==> src/core/tmr_pkg.sv <==
// Purpose: Shared constants and state types of the timer 2 capture/reload counter.
// Assumes: Byte-wide register port with 8-bit addresses.
// Notes:   Every offset, bit position and divide ratio lives here; the dividers and fall detectors set their own reset values.
package tmr_pkg;
   localparam int        ADDR_W     = 8;
   localparam int        DATA_W     = 8;
   localparam logic [7:0] OFS_CTRL  = 8'hC8;
   localparam logic [7:0] OFS_MODE  = 8'hC9;
   localparam logic [7:0] OFS_CAPL  = 8'hCA;
   localparam logic [7:0] OFS_CAPH  = 8'hCB;
   localparam logic [7:0] OFS_CNTL  = 8'hCC;
   localparam logic [7:0] OFS_CNTH  = 8'hCD;
   localparam logic [7:0] OFS_CLOCK_CONTROL_REG = 8'h8E;
   localparam logic [7:0] OFS_ISTAT = 8'hD0;
   localparam logic [7:0] OFS_IMASK = 8'hD1;
   localparam int CTRL_OVF   = 7;
   localparam int CTRL_EXT   = 6;
   localparam int CTRL_RCLK  = 5;
   localparam int CTRL_TX_BAUD_CLOCK_BIT  = 4;
   localparam int CTRL_EXEN  = 3;
   localparam int CTRL_RUN   = 2;
   localparam int CTRL_CT    = 1;
   localparam int CTRL_CPRL  = 0;
   localparam int MODE_FIRST_TIMER_DIV13_BIT = 4;
   localparam int MODE_SECOND_TIMER_DIV13_BIT = 3;
   localparam int MODE_OE    = 1;
   localparam int MODE_DOWN_COUNT_ENABLE  = 0;
   localparam int CK_T2M     = 5;
   localparam int CK_T1M     = 4;
   localparam int IRQ_OVF    = 0;
   localparam int IRQ_EXT    = 1;
   localparam logic [7:0]  MODE_MASK  = 8'h1B;
   localparam logic [7:0]  CLOCK_CONTROL_REG_MASK = 8'h30;
   localparam logic [7:0]  RST_BYTE   = 8'h00;
   localparam logic [15:0] RST_WORD   = 16'h0000;
   localparam logic [15:0] CNT_MAX    = 16'hFFFF;
   localparam logic [15:0] CNT_ONE    = 16'h0001;
   localparam int DIV_SLOW = 12;
   localparam int DIV_FAST = 4;
   localparam int DIV_13   = 13;
   localparam int DIV_BAUD = 2;

   typedef struct packed {
      logic [7:0]  ctrl;
      logic [7:0]  mode;
      logic [7:0]  clock_control_reg;
      logic [15:0] cap;
      logic [15:0] cnt;
      logic [1:0]  istat;
      logic [1:0]  imask;
      logic        pin_clk;
      logic [7:0]  rdata;
   } tmr_state_t;
endpackage

==> src/core/tmr_tick_if.sv <==
// Purpose: Carries one prescaler tick from a divider into the counter core.
// Assumes: Tick is a single-cycle pulse on clk_sys.
// Notes:   One instance per divider.
`timescale 1ns/10ps
`default_nettype none
interface tmr_tick_if;
   logic tick;
   modport src (output tick);
   modport snk (input tick);
endinterface
`default_nettype wire

==> src/core/tmr_divider.sv <==
// Purpose: Free-running divider that pulses its tick once every DIV clocks.
// Assumes: DIV is at least 2.
// Notes:   The tick comes from a flip-flop.
`timescale 1ns/10ps
`default_nettype none
module tmr_divider #(
   parameter int DIV = 12
) (
   input  wire logic clk_sys,
   input  wire logic rst_n,
   tmr_tick_if.src   tick_out
);
   localparam int W = $clog2(DIV);
   localparam logic [W-1:0] LAST = W'(DIV - 1);
   localparam logic [W-1:0] ZERO = '0;
   localparam logic [W-1:0] ONE  = W'(1);

   typedef struct packed {
      logic [W-1:0] cnt;
      logic         tick;
   } tmr_div_state_t;

   tmr_div_state_t s;
   tmr_div_state_t next_s;

   always_comb begin
      next_s      = s;
      next_s.tick = (s.cnt == LAST);
      next_s.cnt  = (s.cnt == LAST) ? ZERO : s.cnt + ONE;
   end

   always_ff @(posedge clk_sys or negedge rst_n) begin
      if (!rst_n) begin
         s <= '0;
      end else begin
         s <= next_s;
      end
   end

   assign tick_out.tick = s.tick;
endmodule
`default_nettype wire

==> src/core/tmr_fall_detect.sv <==
// Purpose: Flags a falling transition on a pin that is synchronous to clk_sys.
// Assumes: The pin idles high.
// Notes:   The flag is high in the cycle the pin is first seen low.
`timescale 1ns/10ps
`default_nettype none
module tmr_fall_detect (
   input  wire logic clk_sys,
   input  wire logic rst_n,
   input  wire logic pin,
   output logic      fall
);
   typedef struct packed {
      logic prev;
   } tmr_fall_state_t;

   tmr_fall_state_t s;
   tmr_fall_state_t next_s;

   always_comb begin
      next_s      = s;
      next_s.prev = pin;
   end

   always_ff @(posedge clk_sys or negedge rst_n) begin
      if (!rst_n) begin
         s <= '1;
      end else begin
         s <= next_s;
      end
   end

   assign fall = s.prev & ~pin;
endmodule
`default_nettype wire

==> src/core/tmr_timer2.sv <==
// Purpose: Timer 2 capture/autoreload counter with clock output and timer 1 clock select.
// Assumes: Oscillator and system clock are both clk_sys; pins are synchronous to it.
// Notes:   Registers sit behind a byte port with read data one cycle after the strobe.
`timescale 1ns/10ps
`default_nettype none
module tmr_timer2 (
   input  wire logic       clk_sys,
   input  wire logic       rstn,
   input  wire logic [7:0] reg_addr,
   input  wire logic [7:0] reg_wdata,
   input  wire logic       reg_wr,
   input  wire logic       reg_rd,
   output logic      [7:0] reg_rdata,
   input  wire logic       count_input_pin,
   output logic            count_pin_out,
   output logic            count_pin_oe,
   input  wire logic       trigger_input_pin,
   input  wire logic       timer1_pin,
   input  wire logic       timer1_counter_select,
   output logic            timer1_tick,
   output logic            irq
);
   logic [1:0]           rst_sync;
   logic                 rst_n;
   tmr_pkg::tmr_state_t  s;
   tmr_pkg::tmr_state_t  next_s;
   logic                 cnt_fall;
   logic                 trig_fall;
   logic                 t1_fall;
   logic                 baud;
   logic                 clkout;
   logic                 capture_mode;
   logic                 down;
   logic                 tick;
   logic                 step;
   logic                 trig_evt;
   logic                 ovf_evt;
   logic                 ext_evt;
   logic                 ovf_set;
   logic                 wr_ctrl;
   logic                 wr_cnt;

   tmr_tick_if tick12_if ();
   tmr_tick_if tick4_if ();
   tmr_tick_if tick2_if ();
   tmr_tick_if tick13a_if ();
   tmr_tick_if tick13b_if ();

   // The first stage feeds only the second stage.
   always_ff @(posedge clk_sys or negedge rstn) begin
      if (!rstn) begin
         rst_sync <= 2'h0;
      end else begin
         rst_sync <= {rst_sync[0], 1'b1};
      end
   end
   assign rst_n = rst_sync[1];

   tmr_divider #(.DIV(tmr_pkg::DIV_SLOW)) u_div12 (
      .clk_sys  (clk_sys),
      .rst_n    (rst_n),
      .tick_out (tick12_if.src)
   );
   tmr_divider #(.DIV(tmr_pkg::DIV_FAST)) u_div4 (
      .clk_sys  (clk_sys),
      .rst_n    (rst_n),
      .tick_out (tick4_if.src)
   );
   tmr_divider #(.DIV(tmr_pkg::DIV_BAUD)) u_div2 (
      .clk_sys  (clk_sys),
      .rst_n    (rst_n),
      .tick_out (tick2_if.src)
   );
   // Timer 1 and timer 2 each own a divide-by-13 so neither phase disturbs the other.
   tmr_divider #(.DIV(tmr_pkg::DIV_13)) u_div13_t1 (
      .clk_sys  (clk_sys),
      .rst_n    (rst_n),
      .tick_out (tick13a_if.src)
   );
   tmr_divider #(.DIV(tmr_pkg::DIV_13)) u_div13_t2 (
      .clk_sys  (clk_sys),
      .rst_n    (rst_n),
      .tick_out (tick13b_if.src)
   );

   tmr_fall_detect u_cnt_fall (
      .clk_sys (clk_sys),
      .rst_n   (rst_n),
      .pin     (count_input_pin),
      .fall    (cnt_fall)
   );
   tmr_fall_detect u_trig_fall (
      .clk_sys (clk_sys),
      .rst_n   (rst_n),
      .pin     (trigger_input_pin),
      .fall    (trig_fall)
   );
   tmr_fall_detect u_t1_fall (
      .clk_sys (clk_sys),
      .rst_n   (rst_n),
      .pin     (timer1_pin),
      .fall    (t1_fall)
   );

   always_comb begin
      next_s       = s;
      next_s.rdata = tmr_pkg::RST_BYTE;
      baud         = s.ctrl[tmr_pkg::CTRL_RCLK] | s.ctrl[tmr_pkg::CTRL_TX_BAUD_CLOCK_BIT];
      clkout       = s.mode[tmr_pkg::MODE_OE] & ~s.ctrl[tmr_pkg::CTRL_CT];
      capture_mode = s.ctrl[tmr_pkg::CTRL_CPRL] & ~baud & ~clkout;
      down         = ~capture_mode & ~baud & ~clkout & s.mode[tmr_pkg::MODE_DOWN_COUNT_ENABLE]
                     & ~trigger_input_pin;
      if (baud | clkout) begin
         tick = tick2_if.tick;
      end else if (s.ctrl[tmr_pkg::CTRL_CT]) begin
         tick = s.mode[tmr_pkg::MODE_SECOND_TIMER_DIV13_BIT] ? tick13b_if.tick : cnt_fall;
      end else begin
         tick = s.clock_control_reg[tmr_pkg::CK_T2M] ? tick4_if.tick : tick12_if.tick;
      end
      step     = s.ctrl[tmr_pkg::CTRL_RUN] & tick;
      trig_evt = s.ctrl[tmr_pkg::CTRL_EXEN] & trig_fall;
      ovf_evt  = 1'b0;
      ext_evt  = 1'b0;

      if (step) begin
         if (down) begin
            if (s.cnt == s.cap) begin
               next_s.cnt = tmr_pkg::CNT_MAX;
               ovf_evt    = 1'b1;
            end else begin
               next_s.cnt = s.cnt - tmr_pkg::CNT_ONE;
            end
         end else if (s.cnt == tmr_pkg::CNT_MAX) begin
            ovf_evt    = 1'b1;
            // Capture mode wraps to zero; every other mode reloads the whole word.
            next_s.cnt = capture_mode ? tmr_pkg::RST_WORD : s.cap;
         end else begin
            next_s.cnt = s.cnt + tmr_pkg::CNT_ONE;
         end
      end

      if (ovf_evt & clkout) begin
         next_s.pin_clk = ~s.pin_clk;
      end

      if (trig_evt) begin
         if (capture_mode) begin
            next_s.cap = s.cnt;
            ext_evt    = 1'b1;
         end else if (~s.mode[tmr_pkg::MODE_DOWN_COUNT_ENABLE]) begin
            ext_evt = 1'b1;
            if (~baud & ~clkout) begin
               next_s.cnt = s.cap;
            end
         end
      end

      // Rollovers in baud or clock-output use never flag an overflow.
      ovf_set = ovf_evt & ~baud & ~clkout;
      wr_ctrl = reg_wr & (reg_addr == tmr_pkg::OFS_CTRL);
      wr_cnt  = reg_wr & ((reg_addr == tmr_pkg::OFS_CNTL) | (reg_addr == tmr_pkg::OFS_CNTH));

      if (reg_wr) begin
         unique case (reg_addr)
            tmr_pkg::OFS_CTRL:  next_s.ctrl = reg_wdata;
            tmr_pkg::OFS_MODE:  next_s.mode = reg_wdata & tmr_pkg::MODE_MASK;
            tmr_pkg::OFS_CLOCK_CONTROL_REG: next_s.clock_control_reg = reg_wdata & tmr_pkg::CLOCK_CONTROL_REG_MASK;
            tmr_pkg::OFS_CAPL:  next_s.cap[7:0] = reg_wdata;
            tmr_pkg::OFS_CAPH:  next_s.cap[15:8] = reg_wdata;
            tmr_pkg::OFS_CNTL:  next_s.cnt[7:0] = reg_wdata;
            tmr_pkg::OFS_CNTH:  next_s.cnt[15:8] = reg_wdata;
            tmr_pkg::OFS_IMASK: next_s.imask = reg_wdata[1:0];
            default: begin
            end
         endcase
      end

      // Hardware events win over a clearing write in the same cycle.
      next_s.ctrl[tmr_pkg::CTRL_OVF] = next_s.ctrl[tmr_pkg::CTRL_OVF] | ovf_set;
      next_s.ctrl[tmr_pkg::CTRL_EXT] = next_s.ctrl[tmr_pkg::CTRL_EXT] | ext_evt;
      if (reg_wr && reg_addr == tmr_pkg::OFS_ISTAT) begin
         next_s.istat = s.istat & ~reg_wdata[1:0];
      end
      next_s.istat[tmr_pkg::IRQ_OVF] = next_s.istat[tmr_pkg::IRQ_OVF] | ovf_set;
      next_s.istat[tmr_pkg::IRQ_EXT] = next_s.istat[tmr_pkg::IRQ_EXT] | ext_evt;

      if (reg_rd) begin
         unique case (reg_addr)
            tmr_pkg::OFS_CTRL:  next_s.rdata = s.ctrl;
            tmr_pkg::OFS_MODE:  next_s.rdata = s.mode;
            tmr_pkg::OFS_CLOCK_CONTROL_REG: next_s.rdata = s.clock_control_reg;
            tmr_pkg::OFS_CAPL:  next_s.rdata = s.cap[7:0];
            tmr_pkg::OFS_CAPH:  next_s.rdata = s.cap[15:8];
            tmr_pkg::OFS_CNTL:  next_s.rdata = s.cnt[7:0];
            tmr_pkg::OFS_CNTH:  next_s.rdata = s.cnt[15:8];
            tmr_pkg::OFS_ISTAT: next_s.rdata = {6'h00, s.istat};
            tmr_pkg::OFS_IMASK: next_s.rdata = {6'h00, s.imask};
            default:            next_s.rdata = tmr_pkg::RST_BYTE;
         endcase
      end
   end

   always_ff @(posedge clk_sys or negedge rst_n) begin
      if (!rst_n) begin
         s <= '0;
      end else begin
         s <= next_s;
      end
   end

   always_comb begin
      if (timer1_counter_select) begin
         timer1_tick = s.mode[tmr_pkg::MODE_FIRST_TIMER_DIV13_BIT] ? tick13a_if.tick : t1_fall;
      end else begin
         timer1_tick = s.clock_control_reg[tmr_pkg::CK_T1M] ? tick4_if.tick : tick12_if.tick;
      end
   end

   assign reg_rdata     = s.rdata;
   assign count_pin_out = s.pin_clk;
   assign count_pin_oe  = clkout;
   assign irq           = |(s.istat & s.imask);
endmodule
`default_nettype wire

==> config.mk <==
export PLATFORM = sky130hd
export DESIGN_NAME = tmr_timer2
export DESIGN_NICKNAME = d
export VERILOG_FILES = /design/src/core/tmr_pkg.sv /design/src/core/tmr_tick_if.sv /design/src/core/tmr_divider.sv /design/src/core/tmr_fall_detect.sv /design/src/core/tmr_timer2.sv
export SDC_FILE = /design/constraint.sdc
export NUM_CORES = 1
export LEC_CHECK = 0
export ABC_AREA = 0
export BUFFER_PORTS_ARGS = -buffer_cell sky130_fd_sc_hd__buf_2
export CAP_MARGIN = 5
export CORE_UTILIZATION = 66
export DETAILED_ROUTE_END_ITERATION = 8
export PLACE_DENSITY = 0.86
export REMOVE_ABC_BUFFERS = 1
export SYNTH_ARGS = -nofsm -noshare
export SYNTH_HDL_FRONTEND = slang
export SYNTH_SLANG_ARGS = --single-unit
==> constraint.sdc <==
create_clock -name clk_sys -period 5.75 [get_ports clk_sys]
set_clock_uncertainty 0.05 [all_clocks]
set_input_delay 0.8625 -clock clk_sys [delete_from_list [all_inputs] [get_ports clk_sys]]
set_output_delay 0.8625 -clock clk_sys [all_outputs]
set_load 0.1 [all_outputs]
; Word level (Yosys, flattened, before mapping)
; Cells that the tools add are included.
[word_totals]
in_bits = 24
out_inout_bits = 12
word_cells = 125
reg_bits = 84
[classes]
n_reduce_logical = 6
eq_ne = 15
bitwise = 33
mux = 40
add_sub_neg = 7
[ops]
columns = cell, count
row1 = $mux W16, 9
row2 = $eq A8 B8 Y1 const B, 9
row3 = $pmux W8 S9, 1
row4 = $mux W56, 1
row5 = $mux W8, 6
row6 = $mux W32, 1
row7 = $add A16 B1 Y16 const B, 1
row8 = $and A1 B1 Y1, 16
row9 = $eq A16 B16 Y1, 1
row10 = $eq A16 B16 Y1 const B, 1
row11 = $sub A16 B1 Y16 const B, 1
row12 = $mux W1, 15
row13 = $add A4 B1 Y4 const B, 3
row14 = $eq A4 B4 Y1 const B, 3
row15 = $mux W4, 3
row16 = $not A1 Y1, 8
row17 = $reduce_and A2 Y1, 4
row18 = $mux W6, 1
row19 = $or A1 B1 Y1, 6
row20 = $mux W5, 1
row21 = $and A2 B2 Y2, 2
row22 = $mux W2, 2
row23 = $add A2 B1 Y2 const B, 1
row24 = $eq A2 B2 Y1 const B, 1
row25 = 4 further kinds, 4

; Logic depth before layout (Yosys ltp)
; Gate-level depths: netlist of the first run.
[depth]
ltp_word = 18
mapped_depth = 9
depth_no_buf = 7

; Hierarchy
; Synthesis of the first run repeated with hierarchy kept, for this count alone.
[hier_totals]
cells_unflattened = 594
area_unflattened_um2 = 5469.0
[modules_own_cells]
columns = module, cells_per_inst, seq_area_each_um2, instances, area_per_inst_um2
row1 = tmr_timer2, 525, 1526.5, 1, 4548.1
row2 = tmr_divider at u_div13_t1 ..., 20, 125.1, 2, 225.2
row3 = tmr_divider at u_div12, 15, 125.1, 1, 205.2
row4 = tmr_fall_detect, 2, 26.3, 3, 40.0
row5 = tmr_divider at u_div4, 5, 75.1, 1, 91.3
row6 = tmr_divider at u_div2, 3, 50.0, 1, 53.8

; Worst setup path after synthesis of the first run
; No wires, ideal clock.
[synth_timing]
path_type = in2out
start = input timer1_pin
end = output timer1_tick
path_stages = 3
required_ns = 4.838
n_path_buf = 0
arrival_ns = 2.567
path_slack_ns = 2.270
path_cell_list = nor3b_1 a21oi_1 a21oi_1
[synth_via]
elab_chain_len = 4
[synth_rtl]
columns = element, line_no
row1 = from (decl), tmr_timer2.sv:18  ; input wire logic timer1_pin,
row2 = $not A1 Y1, tmr_fall_detect.sv:32  ; assign fall = s.prev & ~pin;
row3 = $and A1 B1 Y1, tmr_fall_detect.sv:32
row4 = $mux W1, tmr_timer2.sv:213  ; timer1_tick = s.mode[tmr_pkg::MODE_FIRST_TIMER_DIV13_BIT] ? tick13a_if.tick : t1_fall;
row5 = $mux W1, tmr_timer2.sv:212  ; if (timer1_counter_select) begin
row6 = to (decl), tmr_timer2.sv:20  ; output logic timer1_tick,
; Every way passes these cells.

==> impl_metrics.py, run 1 <==
metrics = {
    "logic_synthesis": {
        "synth_compound_area_frac": 0.182,
        "ys_seq_area_frac": 0.392,
        "synth_seq_cells": 84,
        "synth_top_family_by_area": "simple AND/OR/NAND/NOR gates",
        "yosysTopAreaCell": "dfrtp_1",
        "synth_area_per_cell_um2": 9.18,
        "yosysWarnings": 0,
        "synth.distinct_cells": 68,
        "muxShareOfSynthArea": 0.0886,
        "synth_ff_type": "dfrtp_1",
        "synth-adder-area-share": 0.0186,
        "netlist.area_leader.share": 0.378,
        "synthSimpleGateAreaFrac": 0.201,
        "synth-xor-area-share": 0.0653,
        "synth-edff-count": 0,
        "postSynthCellCount": 585,
        "syn_area_um2": 5370,
        "ys_top_cells_by_area": "dfrtp_1 38%, mux2_2 5.0%, xor2_1 4.1%, nor2_1 4.1%, a21oi_1 3.7%",
        "async_reset_ff_frac": 1.00,
    },
    "setup_path": {
        "critPathBufInv": 1,
        "reg2reg_to": "s[14]$_DFF_PN0_",
        "worstSetupStartpointType": "input pin",
        "worstSetupEndpointType": "register",
        "crit_arrival_ns": 3.27,
        "critPathRequiredTime_ns": 5.96,
        "setup.worst_path.class": "input pin to register",
        "cpLargestDelayFamily": "simple AND/OR/NAND/NOR gates",
        "r2r_slack_ns": 2.81,
        "r2r-start": "s[14]$_DFF_PN0_",
        "slowest_stage": "nand4b_1",
        "ff2ff_path_depth": 7,
        "cp_max_fo": 28,
        "crit_chain": "buf_2 > nor4bb_1 > nand4b_1 > or3_1 > o21ai_0 > a21oi_1",
        "max_stage_delay_ns": 1.02,
    },
    "run": {
        "drv_cap": 0,
    },
    "timing": {
        "finalCriticalPeriod_ns": 3.06,
        "worst_slew_pin_slew_ns": 1.25,
        "finalSetupTns_ns": 0,
        "clock.fmax_mhz": 327,
        "rsz0062_at_grt": "no",
        "finalMaxSlewViolations": 0,
        "hold_viol": 0,
        "fin_crit_sh": 0.533,
        "setup_viol": 0,
        "maxSlewHeadroom": 0.160,
    },
    "detailed_routing": {
        "firstDrtPassIters": 6,
        "dr_total_vias": 5029,
        "drt_iter0_drc": 828,
        "vias_per_cell": 7.27,
        "remaining_drc_errors": 0,
        "postRouteAntennaNets": 0,
        "drt-wirelength-per-cell_um": 22.7,
        "wirelength_um": 15700,
    },
    "floorplanning": {
        "die_h_um": 92.2,
        "core_um2": 7810,
        "die_area_um2": 8500,
        "dieWidth_um": 92.2,
        "rows": 32,
        "start_util": 0.688,
        "io_pins": 36,
    },
    "global_route": {
        "antenna_found_initial": 0,
        "grt_pass1_wl_um": 24900,
        "grt_pass1_vias": 4792,
        "grt_usage": 0.386,
        "overflow": 0,
        "grt_max_degree": 83,
    },
    "power_and_ir_drop": {
        "clock_power_share": 0.275,
        "p_leak_nw": 2.62,
        "powerDensity_nw_per_um2": 273,
        "switchingPower_uw": 582,
        "ir_worst_vdd_uv": 238,
        "switching_share": 0.376,
        "pwr-share-comb": 0.212,
        "p_int_uw": 966,
        "seqPwrFrac": 0.513,
    },
    "clocking": {
        "cts_buffers": 9,
        "cts_setup_buffers": 0,
        "cts_root_buf": "clkbuf_8",
        "postCtsHoldBufs": 0,
        "clkTransAtPathRegs_ns": 0.10,
        "cts_sinks": 84,
        "ctsLongestPathBuffers": 2,
        "clk_latency_ns": 0.37,
        "htree_num_levels": 3,
        "cts_tree": "yes",
        "cts_resized": 0,
    },
    "finish": {
        "final_common_cell": "dfrtp_1",
        "post-route-util": 0.725,
        "layout-drive-gt1-share": 0.158,
        "regArea_um2": 2110,
        "multi_input_area_um2": 2990,
        "postLayoutCellArea_um2": 5660,
        "area_growth_pct": 5.45,
        "layout.cells.non_filler": 692,
        "n_antenna_cell": 0,
        "fin_nets": 617,
        "mostFrequentLayoutCells": "80 x dfrtp_1, 58 x nor2_1, 45 x nand2_1, 40 x a21oi_1, 35 x buf_2",
        "final.fill_count": 574,
    },
    "place": {
        "dp.cells": 676,
        "gp_congestion": 0.986,
        "portBuffers": 35,
        "dp_hpwl_um": 10700,
        "dpl_cell_area_um2": 5460,
    },
    "worst_hold_path": {
        "hold_path_class": "input pin to async pin",
    },
    "status": {
        "status": "finished, final reports clean",
    },
}
-- how the worst max path moves through the flow --
stage | cells after the start | endpoint | slack [ns] | startpoint
after floorplan | 3 | timer1_tick | 2.27 | timer1_pin
after global placement | 6 | s[27]$_DFF_PN0_ | 2.53 | trigger_input_pin
after detailed placement | 6 | s[27]$_DFF_PN0_ | 2.47 | trigger_input_pin
after CTS | 6 | s[27]$_DFF_PN0_ | 2.78 | trigger_input_pin
after global routing | 6 | s[27]$_DFF_PN0_ | 2.51 | trigger_input_pin
final | 6 | s[27]$_DFF_PN0_ | 2.69 | trigger_input_pin
-- sequential cells by signal (all words and copies together) (netlist names), 2 cells and up --
signal,cells
s,50
reg_rdata,8
u_div12.s,4
u_div13_t1.s,4
u_div13_t2.s,4
rst_sync,2
u_div4.s,2
-- stage by stage --
step	hold slack, ns	setup WS [ns]	power, mW
after CTS	0.201	2.78	1.53
after detailed placement	0.293	2.47	1.11
after floorplan	0.281	2.27	0.988
final	0.207	2.69	1.55
after global placement	0.290	2.53	1.10
after global routing	0.198	2.51	1.60
-- synth_stat cells (8+ instances only) --
cell	count
mux2_2	24
nor4_1	11
xnor2_1	15
dfrtp_1	81
inv_1	14
nand3_1	25
buf_2	9
and3_1	8
a31oi_1	12
mux2i_1	16
buf_4	9
o21ai_0	23
a21oi_1	40
xor2_1	25
nor2_1	58
nor3_1	11
ha_1	8
nand2_1	45
clkbuf_1	24
-- power by group through the flow --
| stage | registers (mW) | logic, mW | clock network [mW] |
|---|---|---|---|
| floorplan | 0.742 | 0.245 | 0 |
| CTS | 0.783 | 0.319 | 0.427 |
| finish | 0.794 | 0.329 | 0.426 |
| global route | 0.799 | 0.356 | 0.447 |
| global placement | 0.793 | 0.303 | 0 |
| detailed placement | 0.796 | 0.316 | 0 |
-- worst register-to-register path, cell delays in order (launching register included) --
cell,delay [ns]
dfrtp_1,0.57
ha_1,0.29
nand4_1,0.25
nor4_4,0.52
and2_1,0.55
a221oi_1,0.18
a31o_2,0.25
a41oi_1,0.19
-- cell type report --
type,instances,share of cell area
tap,102,0.0225
timing repair buffer,36,0.0323
multi-input combinational,440,0.528
clock inverter,7,0.0135
inverter,14,0.00928
sequential,84,0.373
clock buffer,9,0.0219
-- kinds of logic after synthesis --
| logic type | count (synthesis) |
|---|---|
| mux | 42 |
| compound gates | 143 |
| xor+xnor | 40 |
| flops | 84 |
| buf+inv | 61 |
| simple gates | 206 |
| other cells | 1 |
| fa+ha+maj | 8 |
-- routing by layer --
metal / track usage / part of all wire / routed length (um)
met1: 0.497 / 0.37 / 5750
met4: 0.225 / 0.062 / 979
met2: 0.586 / 0.45 / 7080
met3: 0.103 / 0.12 / 1910
met5: 0 / 0 / 0
Note: power is estimated with default switching activity, not from simulation.
==> run 2: changes to the inputs <==
ABC_AREA = 1   (was 0)
CORE_UTILIZATION = 62   (was 66)
PLACE_DENSITY = 0.81   (was 0.86)
clock period = 2.91 ns   (was 5.75 ns; I/O delays follow)
==> impl_metrics.py, run 2 <==
metrics = {
    "detailed_routing": {
        "dr_total_vias": 5861,
        "remaining_drc_errors": 0,
        "postRouteAntennaNets": 0,
        "wirelength_um": 18000,
        "firstDrtPassIters": 6,
        "drt-wirelength-per-cell_um": 18.5,
        "vias_per_cell": 6.03,
        "drt_iter0_drc": 719,
    },
    "logic_synthesis": {
        "synth.most_common_cell": "nand2_1",
        "ys_seq_area_frac": 0.367,
        "syn_area_um2": 5750,
        "netlist.area_leader.share": 0.353,
        "yosysTopAreaCell": "dfrtp_1",
        "ys_top_cells_by_area": "dfrtp_1 35%, nand2_1 16%, inv_1 7.2%, nand3_1 6.4%, nor2_1 5.6%",
        "synth.cells.most_frequent": "238 x nand2_1, 110 x inv_1, 86 x nor2_1",
        "synth_area_per_cell_um2": 6.83,
        "synth.distinct_cells": 42,
        "synth_seq_cells": 84,
        "yosysWarnings": 0,
        "postSynthCellCount": 841,
        "synth-edff-count": 0,
        "async_reset_ff_frac": 1.00,
        "synth_ff_type": "dfrtp_1",
    },
    "floorplanning": {
        "core_um2": 8850,
        "io_pins": 36,
        "start_util": 0.649,
        "dieWidth_um": 98.3,
        "die_area_um2": 9660,
        "rows": 34,
        "die_h_um": 98.3,
    },
    "global_route": {
        "overflow": 0,
        "antenna_found_initial": 0,
        "grt_max_degree": 83,
        "grt_usage": 0.393,
        "grt_pass1_wl_um": 28800,
        "grt_pass1_vias": 5673,
    },
    "clocking": {
        "cts_buffers": 9,
        "clk_latency_ns": 0.37,
        "cts_setup_buffers": 0,
        "cts_resized": 0,
        "cts_tree": "yes",
        "clkTransAtPathRegs_ns": 0.09,
        "cts_sinks": 84,
        "cts_root_buf": "clkbuf_8",
        "ctsLongestPathBuffers": 2,
        "htree_num_levels": 3,
    },
    "timing": {
        "worst_slew_pin_slew_ns": 1.06,
        "fin_crit_sh": 0.837,
        "finalSetupTns_ns": 0,
        "rsz0062_at_grt": "no",
        "finalCriticalPeriod_ns": 2.44,
        "finalMaxSlewViolations": 0,
        "maxSlewHeadroom": 0.292,
        "hold_viol": 0,
        "clock.fmax_mhz": 411,
        "holdWs_ns": 0.119,
        "setup_viol": 0,
    },
    "finish": {
        "layout.cells.non_filler": 972,
        "largest_reg_flops": 50,
        "area_growth_pct": 5.75,
        "mostFrequentLayoutCells": "238 x nand2_1, 110 x inv_1, 86 x nor2_1, 80 x dfrtp_1, 74 x nand3_1",
        "n_antenna_cell": 0,
        "final_common_cell": "nand2_1",
        "layout-drive-gt1-share": 0.116,
        "top_register": "s",
        "fin_nets": 891,
    },
    "setup_path": {
        "critPathRequiredTime_ns": 2.42,
        "worstSetupStartpointType": "register",
        "worstSetupEndpointType": "output pin",
        "crit_arrival_ns": 1.95,
        "cp_max_fo": 1,
        "setup.worst_path.class": "register to output pin",
    },
    "power_and_ir_drop": {
        "p_leak_nw": 3.04,
        "p_total_mw": 3.91,
        "powerDensity_nw_per_um2": 644,
        "ir_worst_vdd_uv": 374,
    },
    "place": {
        "gp_congestion": 1.06,
        "dp.cells": 955,
        "portBuffers": 35,
        "dp_hpwl_um": 13000,
    },
    "worst_hold_path": {
        "hold_path_class": "input pin to register",
    },
    "status": {
        "status": "finished, final reports clean",
    },
    "run": {
        "drv_cap": 0,
    },
}
run 2: changes by cell type in the layout (fill, tap and decap cells not counted), sizes merged, moves of 24 or more:
cell,previous run,this run
nor2,59,98
nand3,25,76
mux2,24,0
o21ai,23,65
nand2,46,245
o22ai,7,33
inv,18,118
run 2: logic make-up (layout without fill, tap and decap cells):
family / after synthesis / count (layout) / synth area share
muxes: 1 / 1 / 0.00174
buffers and inverters: 153 / 176 / 0.120
other: 1 / 1 / 0.000653
adders and majority gates: 8 / 8 / 0.0174
DFF: 84 / 84 / 0.367
xor gates and xnor gates: 19 / 19 / 0.0290
AOI/OAI and AO/OA: 129 / 129 / 0.127
and+or+nand+nor: 446 / 446 / 0.338
run 2: metrics by stage:
stage / worst slack, ns / util / cell area [um2]
floorplan: -0.142 / - / 5490
global placement: 0.761 / 0.663 / 5870
detailed placement: 0.744 / 0.663 / 5870
CTS: 0.462 / 0.687 / 6080
global route: 0.438 / 0.687 / 6080
finish: 0.475 / 0.687 / 6080
run 2: worst max-delay path, stage by stage, from the launching register on:
cell and delay, ns:
dfstp_2 0.52, or3b_2 0.43, a32oi_1 0.18, buf_2 0.45
run 2: metal layers:
layer	part of all wire	up-vias	GRT usage
li1	-	2717	-
met1	0.39	2696	0.511
met2	0.45	379	0.611
met3	0.12	69	0.105
met4	0.045	0	0.196
met5	0	-	0
run 2: final timing paths:
kind | endpoint | start | slack (ns) | cells after the start
worst max-delay path | timer1_tick | u_t1_fall.s$_DFF_PN1_ | 0.47 | 3
worst min-delay path | u_t1_fall.s$_DFF_PN1_ | timer1_pin | 0.12 | 1
worst max register to register | s[68]$_DFF_PN0_ | s[25]$_DFF_PN0_ | 0.60 | 10
worst min register to register | rst_sync[1]$_DFF_PN0_ | rst_sync[0]$_DFF_PN0_ | 0.31 | 0
max in group asynchronous | s[44]$_DFF_PN0_ | rst_sync[1]$_DFF_PN0_ | 1.64 | 0
min in group asynchronous | rst_sync[1]$_DFF_PN0_ | rstn | 0.32 | 2
run 2: cell type report:
type / instances / area (um2)
clock buffer: 9 / 124
clock inverter: 7 / 73.8
fill: 797 / 2770
inverter: 116 / 435
multi-input combinational: 604 / 2950
sequential: 84 / 2110
tap: 108 / 135
timing repair buffer: 44 / 245
run 2: report_power, final:
part	total (mW)	leakage, nW	internal (mW)	switching (mW)
registers	1.71	1.07	1.31	0.399
logic	1.34	1.87	0.482	0.861
clock network	0.859	0.100	0.401	0.458
total	3.91	3.04	2.19	1.72
run 2: timing repair:
action                     CTS  global route
hold buffers                 1             0
hold endpoints to repair     2             0
setup endpoints to repair    0             0
